[src/shared/scp_pkg.sv]
// How it works
// Three independent serial control ports each carry either the machine or the terminal protocol.
// After reset every port frames 115.2K baud 8N1, ports one and three machine, port two terminal.
// The terminal protocol suits an operator, the machine protocol suits a controlling computer.
// A machine-mode port that receives the select-terminal string switches to the terminal protocol.
// A port that receives the select-machine string returns to the machine protocol.
// In terminal mode the port presents an ANSI-style character terminal to plain terminals.
// The terminal interface carries system-wide configuration and makes the device the system controller.
// Configuration entered from the terminal is kept in non-volatile storage until the next change.
// The panel network runs at 31,250 or 9600 baud and all panels match the router's rate.
// Every panel on the network carries a unique ID set by its own switches.
// A panel that cannot reach the router shows a scrolling light pattern.
// The panel network serves up to 64 panels on one half-duplex RS-485 multidrop bus.
// A port changes protocol only after a complete error-free command string; anything else leaves it. The code also switches it on a write to ADDR_CTRL.
package scp_pkg;
  localparam int CLK_HZ          = 40_000_000;
  localparam int HOST_BAUD       = 115_200;
  localparam int PANEL_BAUD_FAST = 31_250;
  localparam int PANEL_BAUD_SLOW = 9_600;
  localparam int DIV_HOST        = CLK_HZ / HOST_BAUD;
  localparam int DIV_PANEL_FAST  = CLK_HZ / PANEL_BAUD_FAST;
  localparam int DIV_PANEL_SLOW  = CLK_HZ / PANEL_BAUD_SLOW;
  localparam int DIV_MIN         = 16;
  localparam int DIV_W           = 16;
  localparam int NUM_PORTS       = 3;
  localparam int NUM_CH          = NUM_PORTS + 1;
  localparam int PANEL_MAX       = 64;
  localparam int DATA_BITS       = 8;

  // Mode bit per port: 1 = terminal protocol, 0 = machine protocol
  localparam logic [NUM_PORTS-1:0] MODE_RST = 3'h2;

  // Register byte offsets
  localparam logic [5:0] ADDR_CTRL   = 6'h00;
  localparam logic [5:0] ADDR_STATUS = 6'h04;
  localparam logic [5:0] ADDR_MASK   = 6'h08;
  localparam logic [5:0] ADDR_DATA0  = 6'h0c;
  localparam logic [5:0] ADDR_LINK   = 6'h1c;
  localparam logic [5:0] ADDR_CFG    = 6'h20;
  localparam int         DATA_STEP   = 4;

  localparam int CTRL_SLOW_BIT = 3;
  localparam int DATA_FULL_BIT = 8;
  localparam int ST_MODE_LSB   = 4;
  localparam int ST_ERR_BIT    = 7;
  localparam int STATUS_W      = 8;
  localparam logic [31:0] CFG_RST = 32'h0000_0000;

  // Protocol switch strings, first character in the top byte
  localparam int          CMD_LEN     = 9;
  localparam int          CMD_SEL_POS = 6;
  localparam logic [71:0] SELECT_TERMINAL_PROTOCOL_CMD = 72'h2a_2a48_4f53_5430_2121;
  localparam logic [71:0] SELECT_MACHINE_PROTOCOL_CMD  = 72'h2a_2a48_4f53_5431_2121;
  localparam logic [7:0]  CHAR_STAR   = 8'h2a;

  typedef enum logic [1:0] {
    ST_IDLE  = 2'b00,
    ST_START = 2'b01,
    ST_DATA  = 2'b11,
    ST_STOP  = 2'b10
  } uart_st_t;

  function automatic logic [7:0] cmd_char(input logic [3:0] idx, input logic mach);
    logic [71:0] s;
    int          k;
    s = mach ? SELECT_MACHINE_PROTOCOL_CMD : SELECT_TERMINAL_PROTOCOL_CMD;
    k = 8 * (CMD_LEN - 1 - int'(idx));
    return s[k +: 8];
  endfunction : cmd_char
endpackage : scp_pkg

[src/verilog/serial_control_port_manager.sv]
module serial_control_port_manager #(
  parameter int HOST_DIV       = scp_pkg::DIV_HOST,
  parameter int PANEL_DIV_FAST = scp_pkg::DIV_PANEL_FAST,
  parameter int PANEL_DIV_SLOW = scp_pkg::DIV_PANEL_SLOW
) (
  // Clock and reset
  input  wire logic                          sys_clk,
  input  wire logic                          srst,
  // Avalon-MM slave
  input  wire logic [5:0]                    avs_address,
  input  wire logic                          avs_read,
  input  wire logic                          avs_write,
  input  wire logic [31:0]                   avs_writedata,
  output logic      [31:0]                   avs_readdata,
  output logic                               avs_waitrequest,
  // Interrupt
  output logic                               irq,
  // Serial control ports
  input  wire logic [scp_pkg::NUM_PORTS-1:0] port_rxd,
  output logic      [scp_pkg::NUM_PORTS-1:0] port_txd,
  output logic      [scp_pkg::NUM_PORTS-1:0] terminal_mode,
  // Panel network
  input  wire logic                          panel_rxd,
  output logic                               panel_txd,
  output logic                               panel_de,
  // Non-volatile configuration store
  output logic                               nv_wr_stb,
  output logic      [31:0]                   nv_wr_data
);
  localparam int NP  = scp_pkg::NUM_PORTS;
  localparam int NCH = scp_pkg::NUM_CH;
  localparam int DW  = scp_pkg::DIV_W;

  if (HOST_DIV < scp_pkg::DIV_MIN || PANEL_DIV_FAST < scp_pkg::DIV_MIN ||
      PANEL_DIV_SLOW < scp_pkg::DIV_MIN || PANEL_DIV_SLOW >= (1 << DW) ||
      PANEL_DIV_FAST >= (1 << DW) || HOST_DIV >= (1 << DW)) begin : g_chk
    $error("Baud divisor out of range");
  end

  // Pin synchronisers, panel in the top bit
  logic [NCH-1:0] rxd_meta_r;
  logic [NCH-1:0] rxd_sync_r;

  always_ff @(posedge sys_clk) begin
    if (srst) begin
      rxd_meta_r <= '1;
      rxd_sync_r <= '1;
    end else begin
      rxd_meta_r <= {panel_rxd, port_rxd};
      rxd_sync_r <= rxd_meta_r;
    end
  end

  // Registers
  logic [NP-1:0]                mode_r;
  logic [NP-1:0]                mode_nxt;
  logic                         slow_r;
  logic [scp_pkg::STATUS_W-1:0] status_r;
  logic [scp_pkg::STATUS_W-1:0] status_nxt;
  logic [scp_pkg::STATUS_W-1:0] mask_r;
  logic [31:0]                  cfg_r;
  logic                         ack_r;
  logic [31:0]                  rdata_r;

  // Channel wires
  logic [NCH-1:0] rx_in;
  logic [NCH-1:0] rx_stb;
  logic [NCH-1:0] rx_ferr;
  logic [NCH-1:0] tx_go;
  logic [NCH-1:0] tx_busy;
  logic [NCH-1:0] txd_w;
  logic [NCH-1:0] sel_data;
  logic [NCH-1:0] rx_full_r;
  logic [NCH-1:0] rx_ovr;
  logic [7:0]     rx_byte   [NCH];
  logic [7:0]     rx_data_r [NCH];
  logic [DW-1:0]  ch_div    [NCH];
  logic [NP-1:0]  cmd_done;
  logic [NP-1:0]  cmd_mach;

  // Bus decode
  wire req      = avs_read | avs_write;
  wire sel_ctrl = avs_address == scp_pkg::ADDR_CTRL;
  wire sel_stat = avs_address == scp_pkg::ADDR_STATUS;
  wire sel_mask = avs_address == scp_pkg::ADDR_MASK;
  wire sel_link = avs_address == scp_pkg::ADDR_LINK;
  wire sel_cfg  = avs_address == scp_pkg::ADDR_CFG;
  // A write to a busy transmitter waits here instead of being dropped
  wire tx_block = avs_write & |(sel_data & tx_busy);
  wire take     = req & ~ack_r & ~tx_block;
  wire wr_do    = avs_write & ack_r;
  wire rd_do    = avs_read & ack_r;
  wire wr_ctrl  = wr_do & sel_ctrl;

  assign avs_waitrequest = req & ~ack_r;
  assign avs_readdata    = rdata_r;

  for (genvar g = 0; g < NCH; g++) begin : g_ch
    assign sel_data[g] = avs_address == 6'(int'(scp_pkg::ADDR_DATA0) + scp_pkg::DATA_STEP * g);
    assign tx_go[g]    = wr_do & sel_data[g];
    assign rx_ovr[g]   = rx_stb[g] & rx_full_r[g] & ~(rd_do & sel_data[g]);
    if (g < NP) begin : g_host
      assign ch_div[g] = DW'(HOST_DIV);
      assign rx_in[g]  = rxd_sync_r[g];
    end else begin : g_panel
      assign ch_div[g] = slow_r ? DW'(PANEL_DIV_SLOW) : DW'(PANEL_DIV_FAST);
      // Half duplex: own echo on the shared pair is not received
      assign rx_in[g]  = rxd_sync_r[g] | tx_busy[g];
    end

    uart_rx u_rx (
      .sys_clk   (sys_clk),
      .srst      (srst),
      .rxd       (rx_in[g]),
      .div       (ch_div[g]),
      .data      (rx_byte[g]),
      .valid     (rx_stb[g]),
      .frame_err (rx_ferr[g])
    );

    uart_tx u_tx (
      .sys_clk (sys_clk),
      .srst    (srst),
      .div     (ch_div[g]),
      .start   (tx_go[g]),
      .data    (avs_writedata[7:0]),
      .busy    (tx_busy[g]),
      .txd     (txd_w[g])
    );

    // One-character holding register; a new arrival wins over the pop
    always_ff @(posedge sys_clk) begin
      if (srst) begin
        rx_full_r[g] <= 1'b0;
        rx_data_r[g] <= '0;
      end else if (rx_stb[g]) begin
        rx_full_r[g] <= 1'b1;
        rx_data_r[g] <= rx_byte[g];
      end else if (rd_do && sel_data[g]) begin
        rx_full_r[g] <= 1'b0;
      end
    end
  end

  // Protocol switch string matchers, one per control port
  for (genvar p = 0; p < NP; p++) begin : g_match
    logic [3:0] idx_r;
    logic       mach_r;
    wire  [7:0] c      = rx_byte[p];
    wire        at_sel = idx_r == 4'(scp_pkg::CMD_SEL_POS);
    wire        hit_t  = c == scp_pkg::cmd_char(idx_r, 1'b0);
    wire        hit_m  = c == scp_pkg::cmd_char(idx_r, 1'b1);
    wire        hit    = at_sel ? (hit_t | hit_m) : (mach_r ? hit_m : hit_t);
    wire        last   = idx_r == 4'(scp_pkg::CMD_LEN - 1);
    wire        star   = c == scp_pkg::CHAR_STAR;
    // A stray star may still open a fresh string
    wire  [3:0] restart = !star ? 4'h0 : (idx_r == 4'h2) ? 4'h2 : 4'h1;

    assign cmd_done[p] = rx_stb[p] & hit & last;
    assign cmd_mach[p] = mach_r;

    always_ff @(posedge sys_clk) begin
      if (srst || rx_ferr[p]) begin
        idx_r  <= '0;
        mach_r <= 1'b0;
      end else if (rx_stb[p]) begin
        idx_r <= (!hit || last) ? restart : idx_r + 1'b1;
        if (at_sel) mach_r <= hit_m;
      end
    end
  end

  // Mode: a completed string wins over a software write in the same cycle
  for (genvar p = 0; p < NP; p++) begin : g_mode
    assign mode_nxt[p] = cmd_done[p] ? ~cmd_mach[p] :
                         wr_ctrl ? avs_writedata[p] : mode_r[p];
  end

  assign terminal_mode = mode_r;

  // Status: sticky events, read clears only the bits returned, set wins
  wire [scp_pkg::STATUS_W-1:0] ev_set = {
    |(rx_ferr | rx_ovr), cmd_done[NP-1:0], rx_full_r
  };
  wire [scp_pkg::STATUS_W-1:0] ev_clr = (rd_do & sel_stat) ? rdata_r[scp_pkg::STATUS_W-1:0] : '0;
  assign status_nxt = (status_r & ~ev_clr) | ev_set;

  always_ff @(posedge sys_clk) begin
    if (srst) begin
      mode_r   <= scp_pkg::MODE_RST;
      slow_r   <= 1'b0;
      status_r <= '0;
      mask_r   <= '0;
      ack_r    <= 1'b0;
    end else begin
      mode_r   <= mode_nxt;
      status_r <= status_nxt;
      ack_r    <= take;
      if (wr_ctrl) slow_r <= avs_writedata[scp_pkg::CTRL_SLOW_BIT];
      if (wr_do && sel_mask) mask_r <= avs_writedata[scp_pkg::STATUS_W-1:0];
    end
  end

  // Configuration is written through to the non-volatile store
  always_ff @(posedge sys_clk) begin
    if (srst) begin
      cfg_r     <= scp_pkg::CFG_RST;
      nv_wr_stb <= 1'b0;
    end else begin
      nv_wr_stb <= wr_do & sel_cfg;
      if (wr_do && sel_cfg) cfg_r <= avs_writedata;
    end
  end

  assign nv_wr_data = cfg_r;

  // Read data is sampled in the waiting cycle and presented with the answer
  logic [31:0] rd_mux;
  always_comb begin
    rd_mux = '0;
    if (sel_ctrl) rd_mux = 32'({slow_r, mode_r});
    if (sel_stat) rd_mux = 32'(status_r);
    if (sel_mask) rd_mux = 32'(mask_r);
    if (sel_link) rd_mux = 32'(tx_busy);
    if (sel_cfg)  rd_mux = cfg_r;
    for (int i = 0; i < NCH; i++) begin
      if (sel_data[i]) rd_mux = 32'({rx_full_r[i], rx_data_r[i]});
    end
  end

  always_ff @(posedge sys_clk) begin
    if (srst) rdata_r <= '0;
    else if (avs_read && !ack_r) rdata_r <= rd_mux;
  end

  assign irq       = |(status_r & mask_r);
  assign port_txd  = txd_w[NP-1:0];
  assign panel_txd = txd_w[NP];
  assign panel_de  = tx_busy[NP];
endmodule : serial_control_port_manager

[src/verilog/uart_rx.sv]
module uart_rx (
  // Clock and reset
  input  wire logic                       sys_clk,
  input  wire logic                       srst,
  // Line and bit period
  input  wire logic                       rxd,
  input  wire logic [scp_pkg::DIV_W-1:0]  div,
  // Received character
  output logic      [7:0]                 data,
  output logic                            valid,
  output logic                            frame_err
);
  scp_pkg::uart_st_t           st_r;
  logic [scp_pkg::DIV_W-1:0]   cnt_r;
  logic [2:0]                  bit_r;

  always_ff @(posedge sys_clk) begin
    valid     <= 1'b0;
    frame_err <= 1'b0;
    if (srst) begin
      st_r  <= scp_pkg::ST_IDLE;
      cnt_r <= '0;
      bit_r <= '0;
      data  <= '0;
    end else if (st_r != scp_pkg::ST_IDLE && cnt_r != '0) begin
      cnt_r <= cnt_r - 1'b1;
    end else begin
      case (st_r)
        scp_pkg::ST_IDLE: if (!rxd) begin
          st_r  <= scp_pkg::ST_START;
          cnt_r <= div >> 1;
        end
        // A glitch shorter than half a bit is not a start bit
        scp_pkg::ST_START: begin
          st_r  <= rxd ? scp_pkg::ST_IDLE : scp_pkg::ST_DATA;
          cnt_r <= div - 1'b1;
          bit_r <= '0;
        end
        scp_pkg::ST_DATA: begin
          data  <= {rxd, data[7:1]};
          cnt_r <= div - 1'b1;
          bit_r <= bit_r + 1'b1;
          if (bit_r == 3'(scp_pkg::DATA_BITS - 1)) st_r <= scp_pkg::ST_STOP;
        end
        scp_pkg::ST_STOP: begin
          st_r      <= scp_pkg::ST_IDLE;
          valid     <= rxd;
          frame_err <= !rxd;
        end
        default: st_r <= scp_pkg::ST_IDLE;
      endcase
    end
  end
endmodule : uart_rx

[src/verilog/uart_tx.sv]
module uart_tx (
  // Clock and reset
  input  wire logic                       sys_clk,
  input  wire logic                       srst,
  // Character to send
  input  wire logic [scp_pkg::DIV_W-1:0]  div,
  input  wire logic                       start,
  input  wire logic [7:0]                 data,
  output logic                            busy,
  // Line
  output logic                            txd
);
  scp_pkg::uart_st_t           st_r;
  logic [scp_pkg::DIV_W-1:0]   cnt_r;
  logic [2:0]                  bit_r;
  logic [7:0]                  shift_r;

  assign busy = st_r != scp_pkg::ST_IDLE;

  always_ff @(posedge sys_clk) begin
    if (srst) begin
      st_r    <= scp_pkg::ST_IDLE;
      cnt_r   <= '0;
      bit_r   <= '0;
      shift_r <= '0;
      txd     <= 1'b1;
    end else if (busy && cnt_r != '0) begin
      cnt_r <= cnt_r - 1'b1;
    end else begin
      cnt_r <= div - 1'b1;
      case (st_r)
        scp_pkg::ST_IDLE: if (start) begin
          st_r    <= scp_pkg::ST_START;
          shift_r <= data;
          txd     <= 1'b0;
        end
        scp_pkg::ST_START: begin
          st_r    <= scp_pkg::ST_DATA;
          bit_r   <= '0;
          txd     <= shift_r[0];
          shift_r <= shift_r >> 1;
        end
        scp_pkg::ST_DATA: if (bit_r == 3'(scp_pkg::DATA_BITS - 1)) begin
          st_r <= scp_pkg::ST_STOP;
          txd  <= 1'b1;
        end else begin
          bit_r   <= bit_r + 1'b1;
          txd     <= shift_r[0];
          shift_r <= shift_r >> 1;
        end
        scp_pkg::ST_STOP: st_r <= scp_pkg::ST_IDLE;
        default: st_r <= scp_pkg::ST_IDLE;
      endcase
    end
  end
endmodule : uart_tx

[config.mk]
export PLATFORM = sky130hd
export DESIGN_NAME = serial_control_port_manager
export DESIGN_NICKNAME = d
export VERILOG_FILES = /design/src/shared/scp_pkg.sv /design/src/verilog/serial_control_port_manager.sv /design/src/verilog/uart_rx.sv /design/src/verilog/uart_tx.sv
export SDC_FILE = /design/constraint.sdc
export NUM_CORES = 1
export LEC_CHECK = 0
export ABC_CLOCK_PERIOD_IN_PS = 4300
export BUFFER_PORTS_ARGS = -buffer_cell sky130_fd_sc_hd__clkbuf_2
export CAP_MARGIN = 20
export CORE_UTILIZATION = 50
export CTS_CLUSTER_DIAMETER = 120
export DETAILED_ROUTE_END_ITERATION = 12
export PLACE_DENSITY = 0.68
export SKIP_LAST_GASP = 1
export SLEW_MARGIN = 5
export SYNTH_ARGS = -nofsm -noshare
export SYNTH_HDL_FRONTEND = slang
export SYNTH_SLANG_ARGS = --single-unit
[constraint.sdc]
create_clock -name sys_clk -period 4.3 [get_ports sys_clk]
set_input_delay 0.43 -clock sys_clk [delete_from_list [all_inputs] [get_ports sys_clk]]
set_output_delay 0.43 -clock sys_clk [all_outputs]
set_load 0.05 [all_outputs]
* After elaboration in Yosys (flattened, before gate mapping)
Memories as Yosys holds them, arrays and structs flattened. Index checks and enable logic that the tools add are counted.
Storage, ports and cells: word-level logic and storage cells 511, register bits after elaboration 357, memories kept 1, RAM bits 32
Cells by class: add/sub/neg operators 23, shift operators 6, eq/ne operators 82, multiplexer cells 138, reductions and logical operators 126, bitwise logic cells 66
Memory list:
- rx_data_r | words 4, width 8, read ports 4, clocked after Yosys merged registers in 0, wr ports 4, line serial_control_port_manager.sv:76 | logic [7:0] rx_data_r [NCH];
Operator list (number):
- indexed part select 72 x 8 -> 8 bit (first input constant) | 6
- two-way mux 32 bit | 8
- two-way mux 16 bit | 9
- one-hot mux 16 bit (2 select lines) | 4
- nonzero test 16 bit | 8
- subtractor 16 x 1 -> 16 bit (second input constant) | 8
- two-way mux 8 bit | 13
- one-hot mux 8 bit (3 select lines) | 4
- one-hot mux 2 bit (4 select lines) | 8
- two-way mux 2 bit | 26
- == test 8 bit | 6
- one-hot mux 3 bit (2 select lines) | 8
- AND reduction 3 bit | 16
- nonzero test 2 bit | 23
- two-way mux 1 bit | 42
- == test 2 bit (second input constant) | 16
- AND 1 bit | 30
- AND reduction 2 bit | 15
- two-way mux 9 bit | 3
- adder 3 x 1 -> 3 bit (second input constant) | 8
- == test 3 bit (second input constant) | 8
- == test 6 x 5 -> 1 bit (second input constant) | 4
- == test 8 x 6 -> 1 bit (second input constant) | 3
- != test 2 x 1 -> 1 bit (second input constant) | 12
- 35 further kinds | 153

* Logic depth before layout (Yosys ltp)
depth after elaboration 10, depth in mapped cells 13

* By module
Synthesis repeated with hierarchy kept, for this count alone.
Second synthesis, totals: cells, all modules 2978, area total of the unflattened synthesis 24207.0 µm²
Modules (own cells, without submodules):
- serial_control_port_manager | area each 8246.7 µm², instances 1, cells each 1024
- uart_rx (g_ch[0].u_rx ...) | area each 2127.0 µm², instances 3, cells each 282
- uart_tx (g_ch[0].u_tx ...) | area each 1851.8 µm², instances 2, cells each 209
- uart_rx (g_ch[3].u_rx) | area each 2277.2 µm², instances 1, cells each 282
- uart_tx (g_ch[2].u_tx) | area each 1816.7 µm², instances 1, cells each 208
- uart_tx (g_ch[3].u_tx) | area each 1781.7 µm², instances 1, cells each 200

* Least setup slack after synthesis
OpenSTA, ideal clock, no wires.
path type register to register, start point register g_match[2].idx_r[1], end point register g_match[2].idx_r[1], slack 1.170 ns, data arrival time 3.060 ns, buffers on the path 3, cell stages (with the launch flop) 13, clock period less this slack 3.130 ns, setup time 0.070 ns, cells stage by stage dfxtp_1 clkbuf_1 inv_1 ha_1 clkbuf_1 clkbuf_1 mux2i_1 or4_1 nand4_1 o2111ai_1 nor3_2 mux2_1 a21oi_1
Between the ends: word-level cells in the longest chain between the ends 8
RTL lines:
- start, declared | line serial_control_port_manager.sv:147 | logic [3:0] idx_r;
- start signal, assigned | line serial_control_port_manager.sv:167 | idx_r <= (!hit || last) ? restart : idx_r + 1'b1;
- subtractor 4 x 4 -> 5 bit | line scp_pkg.sv:67 | k = 8 * (CMD_LEN - 1 - int'(idx));
- indexed part select 72 x 8 -> 8 bit | line scp_pkg.sv:68 | return s[k +: 8];
- == test 8 bit (on tied branches) | line serial_control_port_manager.sv:151, serial_control_port_manager.sv:152
- two-way mux 1 bit or bitwise OR 1 bit (tied branches) | line serial_control_port_manager.sv:153 | wire hit = at_sel ? (hit_t | hit_m) : (mach_r ? hit_m : hit_t);
- two-way mux 1 bit | line serial_control_port_manager.sv:153
- logical NOT 1 bit | line serial_control_port_manager.sv:167
- logical OR 1 bit | line serial_control_port_manager.sv:167
- two-way mux 4 bit (*) | line serial_control_port_manager.sv:167
Mark *: on every way between the ends. The rest lies on a longest branch, timed or not. A chain may end at the register's enable or synchronous reset.

* Worst setup path after layout
start point register g_match[2].idx_r[0], end point register g_match[2].idx_r[1]
Same word-level chain as after synthesis.

==> results.tsv <==
stage	metric	value	unit
clock_tree	cts_tree	yes	
hold_path	min_to	rxd_meta_r[2]$_SDFF_PP1_	
clock_tree	cts-root-buf	clkbuf_16	
logic_synthesis	synthDistinctLibCells	91	
global_route	antenna_found_initial	0	
global_route	gr-usage-met3	4.54	%
worst_setup_path	rr_worst_depth	10	
floorplanning	die_area	0.0385	sq mm
clock_tree	clk_pin_slew_worst_paths	0.06	ns
logic_synthesis	synth_cells	2299	
global_route	grt_pass1_wl	76.4	mm
clock_tree	post_cts_buffers	0	
sta	clock_skew	0.0222	ns
clock_tree	numCtsBuffers	42	
power	finalPower	9240	uW
clock_tree	cts_buffer_depth	3	
hold_path	hold_path_class	in -> reg	
sta	slew_headroom	37.3	%
sta	rsz0062_at_grt	false	
worst_setup_path	cp.required	4.81	ns
routing	wl_per_cell	16.2	microns
sta	maxSlewViolCount	0	
power	vdd_ir_drop_max	0.519	mV
sta	timing.fmax	264	MHz
run_status	status	finished clean	
sta	layout_min_cycle_time	3.79	ns
worst_setup_path	r2r-end	g_match[2].idx_r[1]$_SDFFE_PP0P_	
layout	area_growth	11.8	%
logic_synthesis	netlist_area	0.0189	sq mm
hold_path	hp-start	port_rxd[2]	
worst_setup_path	cp_num_buf_inv	1	
global_route	grt_pass1_vias	15230	
sta	final-setup-viol-count	0	
clock_tree	cts_resized	0	
routing	drt_pass1_iterations	5	
sta	worstMarginPinSlew	0.926	ns
global_route	use_met2	38.9	%
worst_setup_path	worstPathCellList	inv_1 > ha_1 > nor2b_1 > or4_1 > a31oi_1 > xnor2_1 > o2111ai_1 > nor3_2 > mux2_1 > a21oi_1	
worst_setup_path	crit_arrival	4.30	ns
global_route	grt.busiest_layer	met2	
worst_setup_path	crit_fanout	20	
layout	fillers	3354	
logic_synthesis	synth.top_cell.area_share	37.9	%
logic_synthesis	yosysTopAreaCell	dfxtp_1	
routing	avgViaCountPerCell	5.74	
routing	drtIter0Drc	1010	
logic_synthesis	synthArstFlopShare	0	%
logic_synthesis	synth_seq_area_share	43.0	%
floorplanning	rows	70	
routing	drtAntennaViolNets	0	
power	leakagePower	0.00772	uW
flow_run	drv_cap	0	
layout	n_antenna_cell	0	
floorplanning	core	0.0369	sq mm
logic_synthesis	synth_warnings	0	
power	powerDensity	438	mW/mm^2
place	place_hpwl	32.0	mm
logic_synthesis	ys.flop_type	dfxtp_1	
floorplanning	die_x	196	microns
floorplanning	initial_utilization	51.2	%
clock_tree	htree_levels	2	
layout	drive_gt1_share	10.6	%
place	routabilityCongestion	0.890	
routing	vias	16572	
clock_tree	clkSinkCount	389	
worst_setup_path	r2r_setup_slack	0.51	ns
logic_synthesis	synth-seq-cells	389	
global_route	use_met1	31.8	%
place	io_buffer_count	120	
floorplanning	io_pins	121	
routing	drt-total-wl	46.8	mm
clock_tree	insertion_delay	0.57	ns
worst_setup_path	cp_slowest_stage_delay	0.72	ns
hold_path	holdPathStages	2	
sta	hold_ws	0.0428	ns
clock_tree	cts-hold-fix-buffers	0	
logic_synthesis	postSynthAreaPerCell	8.21	sq um
worst_setup_path	cp-end-kind	register	
logic_synthesis	synth.area.top_cells	dfxtp_1 38%, a21oi_1 6.8%, nand2_1 5.5%	
worst_setup_path	critPathSlowestCell	ha_1	
worst_setup_path	critical_path_class	reg -> reg	
global_route	grt_max_degree	109	
sta	fin_tns_setup	0	ns
layout	finalNetCount	2436	
sta	post-route-period-util	88.2	%
worst_setup_path	path_delay_family	simple AND/OR/NAND/NOR gates	
global_route	globalRoute.totalOverflow	0	
worst_setup_path	r2r-start	g_match[2].idx_r[0]$_SDFFE_PP0P_	
global_route	grt_use_total	23.9	%
sta	hold_viol	0	
worst_setup_path	worstSetupStartpointType	register	
routing	drc	0	
logic_synthesis	synth-edff-count	32	
logic_synthesis	synth_nets	2387	
floorplanning	die_height	196	microns
-- final cells by class --
type                       instances  area (sq um)  share of cell area [%]
inverter                          49           184                   0.872
tap                              504           631                    2.99
timing repair buffer             137           749                    3.55
multi-input combinational       1729         10000                    47.6
clock inverter                    21           166                   0.789
clock buffer                      57          1220                    5.77
sequential                       389          8110                    38.4
-- synthesized netlist by cell type (11+ instances only) --
cell / instances
a22oi_1: 18
edfxtp_1: 32
a221oi_1: 12
clkbuf_1: 113
nand2b_1: 32
inv_1: 49
nand3_1: 115
nor3_1: 54
or3_1: 22
nor2b_1: 24
nor3b_1: 11
xnor2_1: 59
and2_1: 46
and3_1: 14
or4_1: 15
nand3b_1: 13
a31oi_1: 20
ha_1: 42
dfxtp_1: 357
a211oi_1: 23
a21oi_1: 258
nand2_1: 277
nor2_1: 272
o21ai_0: 84
xor2_1: 28
nand4_1: 20
mux2i_1: 41
or2_2: 18
o211ai_1: 11
nor4_1: 29
-- kinds of logic after synthesis --
kind of cell,Yosys count,share of synthesized area (%)
fa+ha+maj,42,2.78
flops,389,43.0
buf+inv,181,3.86
xor+xnor,88,4.12
compound gates,536,17.3
mux,44,2.35
simple gates,1019,26.7
-- worst max-delay path by stage --
stage | startpoint | depth (start not counted) | end | slack [ns]
after floorplan | g_match[2].idx_r[1]$_SDFFE_PP0P_ | 12 | g_match[2].idx_r[1]$_SDFFE_PP0P_ | 1.17
after global routing | g_match[2].idx_r[0]$_SDFFE_PP0P_ | 10 | g_match[2].idx_r[1]$_SDFFE_PP0P_ | 0.15
after detailed placement | g_match[2].idx_r[0]$_SDFFE_PP0P_ | 10 | g_match[2].idx_r[1]$_SDFFE_PP0P_ | 0.60
after CTS | g_match[2].idx_r[0]$_SDFFE_PP0P_ | 10 | g_match[2].idx_r[1]$_SDFFE_PP0P_ | 0.58
after global placement | g_match[2].idx_r[0]$_SDFFE_PP0P_ | 10 | g_match[2].idx_r[1]$_SDFFE_PP0P_ | 0.70
final | g_match[2].idx_r[0]$_SDFFE_PP0P_ | 10 | g_match[2].idx_r[1]$_SDFFE_PP0P_ | 0.51
-- report_power, final --
group	switching [uW]	leakage, uW	internal [uW]
sequential	220	0.00323	3840
clock	1490	0.000696	2110
combinational	1000	0.00380	574
-- per-stage QoR --
step | cells | cell area (sq um) | setup WS, ns | util [%]
floorplan | 2299 | 18900 | 1.17 | -
global placement | 2808 | 19700 | 0.702 | 53.5
detailed placement | 2808 | 19700 | 0.602 | 53.5
CTS | 2886 | 21100 | 0.578 | 57.2
global route | 2886 | 21100 | 0.151 | 57.2
finish | 2886 | 21100 | 0.507 | 57.2
-- state kept, by name, indices dropped and copies added, names as in the netlist, 3 cells and up --
signal and cells:
avs_readdata 32, ev_set 4, g_ch.u_rx.bit_r 12, g_ch.u_rx.cnt_r 64, g_ch.u_rx.data 32, g_ch.u_rx.frame_err 4
g_ch.u_rx.st_r 8, g_ch.u_rx.valid 4, g_ch.u_tx.bit_r 12, g_ch.u_tx.cnt_r 64, g_ch.u_tx.shift_r 32, g_ch.u_tx.st_r 8
g_ch.u_tx.txd 4, g_match.idx_r 12, g_match.mach_r 3, mask_r 8, nv_wr_data 32, rx_data_r 32
rxd_meta_r 4, rxd_sync_r 4, status_r 8, terminal_mode 3
-- placed cells by master, fill, tap and decap left out, types with 46 or more instances in the layout --
cell / synthesis / routed
xnor2_1: 59 / 59
a21oi_1: 258 / 258
nand3_1: 115 / 115
clkbuf_2: 0 / 119
and2_1: 46 / 46
o21ai_0: 84 / 84
dfxtp_1: 357 / 357
nor2_1: 272 / 272
nand2_1: 277 / 277
inv_1: 49 / 49
nor3_1: 54 / 54
-- routing by layer --
layer	vias to the layer above	part of all wire (%)
met2	451	46
met5	-	0
met3	70	6.5
met4	0	2.5
met1	7807	45
li1	8244	-
(Power assumes the default switching activity.)
